### src/rtl/bds_regs.svh
`ifndef BDS_REGS_SVH
`define BDS_REGS_SVH

// status/control bit positions
`define BDS_SC_ENBDM_BIT    7
`define BDS_SC_ACTIVE_BIT   6
`define BDS_SC_BREAKPOINT_ENABLE_BIT   5
`define BDS_SC_FTS_BIT      4
`define BDS_SC_CLKSW_BIT    3
`define BDS_SC_WS_BIT       2
`define BDS_SC_WSF_BIT      1
`define BDS_SC_DVF_BIT      0

// reset values
`define BDS_SC_CTRL_RESET   4'h0
`define BDS_BKPT_RESET      16'h0000
`define BDS_FRST_RESET      8'h00
`define BDS_FRST_BIT        0

// target reset counter load in clocks; the pulse lasts one clock longer
`define BDS_FRST_PULSE      8'h10

`endif

### src/rtl/bds_pkg.sv
package bds_pkg;
  typedef enum logic [2:0] {
    BDS_RUN   = 3'b001,
    BDS_LOWP  = 3'b010,
    BDS_BGND  = 3'b100
  } bds_cpu_t;
endpackage

### src/rtl/bds_bkpt_cmp.sv
`timescale 1ns/10ps
// ============================================================
// breakpoint comparator
module bds_bkpt_cmp #(
  parameter int AW = 16
) (
  input  wire logic          mclk,
  input  wire logic          reset,
  input  wire logic          enable,
  input  wire logic          force_sel,
  input  wire logic [AW-1:0] match_addr,
  input  wire logic [AW-1:0] cpu_addr,
  input  wire logic          cpu_addr_valid,
  output logic               force_hit,
  output logic               tag_hit
);
  logic hit;
  logic force_hit_d;
  logic tag_hit_d;

  always_comb begin
    hit         = enable && cpu_addr_valid && (cpu_addr == match_addr);
    force_hit_d = hit && force_sel;
    tag_hit_d   = hit && !force_sel;
  end

  always_ff @(posedge mclk) begin
    if (reset) begin
      force_hit <= 1'b0;
      tag_hit   <= 1'b0;
    end else begin
      force_hit <= force_hit_d;
      tag_hit   <= tag_hit_d;
    end
  end
endmodule // bds_bkpt_cmp

### src/rtl/bds_status_bkpt.sv
`timescale 1ns/10ps
`include "bds_regs.svh"
// Contract
// - in wait/stop only the force-to-background command is carried out
// - force-to-background in wait/stop brings the cpu to background
// - bit 2 is 1 in wait/stop or background entered from wait/stop
// - bit 1 set when memory command fails on wait/stop conflict
// - bit 0 data valid failure unused and reads 0
// - 16-bit breakpoint match register holds compared address
// - breakpoint register reached only by breakpoint read/write commands
// - breakpoint enable and force/tag select gate the comparator
// - force-reset bit 0 writable by debug command only, user ignored
// - force-reset register reads 0x00 and resets to zero
module bds_status_bkpt #(
  parameter int AW = 16
) (
  input  wire logic          mclk,
  input  wire logic          reset,
  input  wire logic          cpu_wait_stop,
  input  wire logic          cpu_active_bgnd,
  input  wire logic          cpu_wait_stop_entry,
  input  wire logic [AW-1:0] cpu_addr,
  input  wire logic          cpu_addr_valid,
  input  wire logic          cmd_valid,
  input  wire logic          cmd_background,
  input  wire logic          cmd_mem_access,
  input  wire logic          cmd_status_read,
  input  wire logic          cmd_control_write,
  input  wire logic          breakpoint_read_cmd,
  input  wire logic          breakpoint_write_cmd,
  input  wire logic          cmd_force_reset_write,
  input  wire logic          user_force_reset_write,
  input  wire logic          user_force_reset_read,
  input  wire logic [AW-1:0] cmd_wdata,
  output logic [AW-1:0]      cmd_rdata,
  output logic               cmd_rdata_valid,
  output logic               cmd_accepted,
  output logic               cmd_rejected,
  output logic               background_req,
  output logic               force_bkpt_req,
  output logic               tag_bkpt_req,
  output logic               target_reset_req,
  output logic [7:0]         user_rdata
);

  // ============================================================
  // state
  bds_pkg::bds_cpu_t cpu_st;
  logic            from_ws_q, from_ws_d;
  logic            wsf_q, wsf_d;
  logic [3:0]      ctrl_q, ctrl_d;
  logic [AW-1:0]   bkpt_q, bkpt_d;
  logic [7:0]      frst_cnt_q, frst_cnt_d;
  logic [AW-1:0]   rdata_d;
  logic            rvalid_d, acc_d, rej_d, bg_d, rst_d;
  logic            allowed, mem_fail, take;
  logic [7:0]      status_byte;

  always_comb begin
    if (cpu_wait_stop)
      cpu_st = bds_pkg::BDS_LOWP;
    else if (cpu_active_bgnd)
      cpu_st = bds_pkg::BDS_BGND;
    else
      cpu_st = bds_pkg::BDS_RUN;
  end

  // ============================================================
  // status byte assembly
  always_comb begin
    status_byte = 8'h00;
    status_byte[`BDS_SC_ENBDM_BIT]  = ctrl_q[3];
    status_byte[`BDS_SC_ACTIVE_BIT] = cpu_active_bgnd;
    status_byte[`BDS_SC_BREAKPOINT_ENABLE_BIT] = ctrl_q[2];
    status_byte[`BDS_SC_FTS_BIT]    = ctrl_q[1];
    status_byte[`BDS_SC_CLKSW_BIT]  = ctrl_q[0];
    status_byte[`BDS_SC_WS_BIT]     = cpu_wait_stop || from_ws_q;
    status_byte[`BDS_SC_WSF_BIT]    = wsf_q;
    status_byte[`BDS_SC_DVF_BIT]    = 1'b0;
  end

  // ============================================================
  // command decode
  function automatic logic in_low_power(bds_pkg::bds_cpu_t st);
    return st == bds_pkg::BDS_LOWP;
  endfunction

  always_comb begin
    allowed  = !in_low_power(cpu_st) || cmd_background;
    mem_fail = cmd_valid && cmd_mem_access && cpu_wait_stop_entry;
    take     = cmd_valid && allowed && !mem_fail;
  end

  // ============================================================
  // wait/stop status
  always_comb begin
    from_ws_d = from_ws_q;
    wsf_d     = wsf_q;
    // returning to run clears the wait/stop origin
    if (cpu_st == bds_pkg::BDS_RUN)
      from_ws_d = 1'b0;
    if (take && cmd_background && in_low_power(cpu_st))
      from_ws_d = 1'b1;
    // an accepted memory command clears the failure, a racing one sets it
    if (take && cmd_mem_access)
      wsf_d = 1'b0;
    if (mem_fail)
      wsf_d = 1'b1;
  end

  always_ff @(posedge mclk) begin
    if (reset) begin
      from_ws_q <= 1'b0;
      wsf_q     <= 1'b0;
    end else begin
      from_ws_q <= from_ws_d;
      wsf_q     <= wsf_d;
    end
  end

  // ============================================================
  // control bits and breakpoint match address
  always_comb begin
    ctrl_d = ctrl_q;
    bkpt_d = bkpt_q;
    if (take && cmd_control_write)
      ctrl_d = {cmd_wdata[`BDS_SC_ENBDM_BIT], cmd_wdata[`BDS_SC_BREAKPOINT_ENABLE_BIT],
                cmd_wdata[`BDS_SC_FTS_BIT], cmd_wdata[`BDS_SC_CLKSW_BIT]};
    if (take && breakpoint_write_cmd)
      bkpt_d = cmd_wdata;
  end

  always_ff @(posedge mclk) begin
    if (reset) begin
      ctrl_q <= `BDS_SC_CTRL_RESET;
      bkpt_q <= `BDS_BKPT_RESET;
    end else begin
      ctrl_q <= ctrl_d;
      bkpt_q <= bkpt_d;
    end
  end

  // ============================================================
  // force reset
  always_comb begin
    frst_cnt_d = frst_cnt_q;
    rst_d      = (frst_cnt_q != 8'h00);
    if (frst_cnt_q != 8'h00)
      frst_cnt_d = frst_cnt_q - 8'h01;
    // only the debug command path reaches the force-reset bit
    if (take && cmd_force_reset_write && cmd_wdata[`BDS_FRST_BIT]) begin
      frst_cnt_d = `BDS_FRST_PULSE;
      rst_d      = 1'b1;
    end
  end

  always_ff @(posedge mclk) begin
    if (reset) begin
      frst_cnt_q       <= `BDS_FRST_RESET;
      target_reset_req <= 1'b0;
      user_rdata       <= 8'h00;
    end else begin
      frst_cnt_q       <= frst_cnt_d;
      target_reset_req <= rst_d;
      // user side sees zero and its writes have no path in
      user_rdata       <= `BDS_FRST_RESET;
    end
  end

  // ============================================================
  // command response
  always_comb begin
    rdata_d  = '0;
    rvalid_d = 1'b0;
    acc_d    = take;
    rej_d    = cmd_valid && !take;
    bg_d     = take && cmd_background;
    if (take && cmd_status_read) begin
      rdata_d  = AW'(status_byte);
      rvalid_d = 1'b1;
    end
    if (take && breakpoint_read_cmd) begin
      rdata_d  = bkpt_q;
      rvalid_d = 1'b1;
    end
  end

  always_ff @(posedge mclk) begin
    if (reset) begin
      cmd_rdata       <= '0;
      cmd_rdata_valid <= 1'b0;
      cmd_accepted    <= 1'b0;
      cmd_rejected    <= 1'b0;
      background_req  <= 1'b0;
    end else begin
      cmd_rdata       <= rdata_d;
      cmd_rdata_valid <= rvalid_d;
      cmd_accepted    <= acc_d;
      cmd_rejected    <= rej_d;
      background_req  <= bg_d;
    end
  end

  // ============================================================
  // breakpoint comparator
  bds_bkpt_cmp #(.AW(AW)) u_cmp (
    .mclk           (mclk),
    .reset          (reset),
    .enable         (ctrl_q[2]),
    .force_sel      (ctrl_q[1]),
    .match_addr     (bkpt_q),
    .cpu_addr       (cpu_addr),
    .cpu_addr_valid (cpu_addr_valid),
    .force_hit      (force_bkpt_req),
    .tag_hit        (tag_bkpt_req)
  );

endmodule // bds_status_bkpt

### config.mk
export PLATFORM = sky130hd
export DESIGN_NAME = bds_status_bkpt
export DESIGN_NICKNAME = d
export VERILOG_FILES = /design/src/rtl/bds_pkg.sv /design/src/rtl/bds_bkpt_cmp.sv /design/src/rtl/bds_status_bkpt.sv
export VERILOG_INCLUDE_DIRS = /design/src /design/src/rtl
export SDC_FILE = /design/constraint.sdc
export NUM_CORES = 1
export LEC_CHECK = 0
export CORE_ASPECT_RATIO = 1.25
export CORE_UTILIZATION = 45
export DETAILED_ROUTE_END_ITERATION = 12
export DONT_BUFFER_PORTS = 1
export PLACE_DENSITY_LB_ADDON = 0.1
export SLEW_MARGIN = 5
export SYNTH_ARGS = -nofsm -noshare
export SYNTH_HDL_FRONTEND = slang
export SYNTH_HIERARCHICAL = 1
export SYNTH_SLANG_ARGS = --single-unit
### constraint.sdc
create_clock -name mclk -period 2.9 [get_ports mclk]
set_clock_uncertainty 0.05 [all_clocks]
set_input_delay 0.435 -clock mclk [delete_from_list [all_inputs] [get_ports mclk]]
set_output_delay 0.435 -clock mclk [all_outputs]
set_load 0.03 [all_outputs]
==> metrics.md <==
| Metric | Value |
|---|---|
| Pins Over Slew Limit | `0` |
| Post-synthesis register bit count | `53` |
| Postcts setup bufs | `0` |
| Routed vias/inst | `5.419` |
| Combinational fraction of design power | `0.227` |
| Synth warn | `6` |
| Worst Tran Pin Value | `516.1 ps` |
| DRC errors left | `0` |
| Data arrival, critical path | `2000 ps` |
| Syn_area_per_cell | `9.249 µm²` |
| Max Cap Viol | `0` |
| Post-DRT Antenna Nets | `0` |
| N_diodes | `0` |
| Min Clock Period, post-route | `1882 ps` |
| # nets final | `290` |
| Worst hold path startpoint | `reset` |
| IR Drop Worst-Case VDD | `0.0005007 V` |
| Worst EP required | `3020 ps` |
| Endpoints failing hold | `0` |
| Worst r2r src | `frst_cnt_q[0]` |
| Clk sinks | `53` |
| CP Max Fanout | `7` |
| Initial DRC Count | `82` |
| Critical Path Sink Type | `register` |
| Slew margin rel. | `0.6528` |
| Die Ht | `81.34 µm` |
| Filler cells | `448` |
| Hold Crit Depth | `1` |
| Sequential share of the synthesized area | `0.4682` |
| Initial Util | `0.4721` |
| R2R depth | `5` |
| Antenna violations before repair | `0` |
| GR Util All Layers | `0.1875` |
| Fin crit share | `0.6489` |
| Switching Share | `0.3060` |
| Post-route cell area | `2382 µm²` |
| Placed cell area | `2266 µm²` |
| Post-synth top flop | `dfxtp_1` |
| Worst Hold End | `wsf_q` |
| Number of I/O pins | `79` |
| Largest net degree at the start of global routing | `38` |
| NetSw | `0.0005607 W` |
| First-pass GRT wire length | `7527 µm` |
| Max Freq | `0.5314 GHz` |
| Overflow after GRT | `0` |
| CTS Hold Bufs | `0` |
| Crit start category | `register` |
| Clock power share | `0.279` |
| Setup CP Type | `reg -> reg` |
| Synthesis-to-finish area growth | `5.135%` |
| Total number of vias | `1631` |
| Row cnt | `28` |
| EDFF count, synth | `0` |
| H-tree depth | `2` |
| Status | `completed` |
| Mapped cell area | `2266 µm²` |
| Clk_lat worst skew | `300 ps` |
| Final setup violation count | `0` |
| Leak | `0.9384 nW` |
| IO Port Bufs | `0` |
| Setup TNS | `0 ps` |
| Reg clk slew, reported paths | `90 ps` |
| CTS tree | `done` |
| Detailed Place HPWL | `3401 µm` |
| Die area | `5325 µm²` |
| Chip width | `65.47 µm` |
| TritonRoute pass-1 iters | `4` |
| Clk Tree Root Cell | `clkbuf_8` |
| WL final | `4807 µm` |
| Synth cell types | `41` |
| CTS buffer count | `5` |
| Pwr/cell area | `769.0 nW/µm²` |
| Synth async-reset ratio | `0` |
| Sequential share of power | `0.493` |
| Pint | `0.001271 W` |
| Core area | `4800 µm²` |
| Post-CTS Resized | `0` |
| Worst Hold Class | `in -> reg` |
| Final GP Congestion | `0.7519` |
| Vias in the first global route | `1548` |
| Post-Syn Instances | `245` |
| RSZ-0062 raised after global routing | `no` |
| Reg2reg end | `target_reset_req` |
| Post-DR wirelength/cell | `15.97 µm` |
| FF-to-FF setup slack | `1020 ps` |
| Clock Path Buffers | `2` |
| Share of cells above drive strength 1 | `0.05809` |
==> layout by cell type, fill, tap and decap left out, types with 2 or more instances in the layout <==
master	netlist	layout
a211oi_1	4	4
a21oi_1	10	10
and2_1	2	2
and3_1	10	10
buf_4	9	2
clkbuf_8	0	6
conb_1	1	8
dfxtp_1	53	53
ha_1	2	2
inv_1	7	7
mux2i_1	20	20
nand2_1	45	45
nand3_1	2	2
nand3b_1	7	7
nand4_1	6	6
nor2_1	4	4
nor3_1	7	7
nor4_1	4	4
o21ai_0	3	3
or4_1	2	2
xnor2_1	14	14
xor2_1	4	4
==> cells by family (layout without fill, tap and decap cells) <==
family / Yosys count / after routing / synth area share
compound gates: 25 / 25 / 0.07510
simple gates: 98 / 98 / 0.2231
xor+xnor: 18 / 18 / 0.06957
buf+inv: 28 / 17 / 0.06295
mux: 20 / 20 / 0.08835
flops: 53 / 53 / 0.4683
other cells: 1 / 8 / 0.001655
fa+ha+maj: 2 / 2 / 0.01104
==> metrics by stage <==
stage	util	power (W)	setup slack, ps	instances	hold slack [ps]
after floorplan	-	0.001272	1297	252	388.3
final	0.4964	0.001832	1018	301	142.0
after detailed placement	0.4721	0.001335	1022	293	402.7
after CTS	0.4964	0.001852	1020	301	128.8
after global placement	0.4721	0.001328	1049	293	397.4
after global routing	0.4964	0.001944	876.2	301	124.7
==> layer usage <==
metal / up-vias / routed length [µm] / global-route usage
met4: 0 / 87 / 0.06739
met3: 8 / 277 / 0.05618
met1: 764 / 2041 / 0.2199
met2: 45 / 2401 / 0.3206
met5: - / 0 / 0
li1: 814 / - / -
==> power by group through the flow <==
stage	clock [W]	sequential, W	combinational (W)
2_1_floorplan	0	0.000894	0.000378
3_3_place_gp	0	0.000918	0.000410
3_5_place_dp	0	0.000918	0.000417
4_1_cts	0.000532	0.000902	0.000418
5_1_grt	0.000557	0.000918	0.000469
6_report	0.000511	0.000904	0.000417
==> critical path, stage by stage (launching register included) <==
cell and delay (ps):
dfxtp_1 390, inv_1 120, ha_1 180, or3b_2 470, nor2_1 420, a21oi_1 120
==> layout make-up <==
cell class,count,area [µm²],share of cell area
clock buffers,7,86.33,0.03624
clock inverters,1,30.03,0.01261
inverters,7,26.28,0.01103
multi-input cells,171,1089,0.4569
flip-flops and latches,53,1061,0.4454
well taps,60,75.07,0.03151
repair buffers,2,15.01,0.006303
==> flip-flops by register name (all words and copies together) (netlist names), 4 cells and up <==
register,cells
bkpt_q,16
frst_cnt_q,8
ctrl_q,4
cmd_rdata,16
==> cells in the mapped netlist (2+ instances only) <==
cell type | n | share of area
nand2_1 | 45 | 0.075
nand3b_1 | 7 | 0.023
a21oi_1 | 10 | 0.022
nand4_1 | 6 | 0.017
nor2_1 | 4 | 0.0066
nand3_1 | 2 | 0.0044
and2_1 | 2 | 0.0055
a211oi_1 | 4 | 0.013
buf_4 | 9 | 0.030
o21ai_0 | 3 | 0.0066
xor2_1 | 4 | 0.015
clkbuf_1 | 9 | 0.015
inv_1 | 7 | 0.012
or4_1 | 2 | 0.0066
buf_2 | 2 | 0.0044
mux2i_1 | 20 | 0.088
and3_1 | 10 | 0.028
xnor2_1 | 14 | 0.054
nor4_1 | 4 | 0.011
dfxtp_1 | 53 | 0.47
nor3_1 | 7 | 0.015
ha_1 | 2 | 0.011
==> how the worst max path moves through the flow <==
stage	cells past startpoint	start	end	slack [ps]
floorplan	6	cmd_background	bkpt_q[3]	1300
global placement	5	frst_cnt_q[0]	target_reset_req	1050
detailed placement	5	frst_cnt_q[0]	frst_cnt_q[2]	1020
CTS	5	frst_cnt_q[0]	target_reset_req	1020
global route	5	frst_cnt_q[0]	target_reset_req	880
finish	5	frst_cnt_q[0]	target_reset_req	1020
Note: power is estimated with default switching activity, not from simulation.
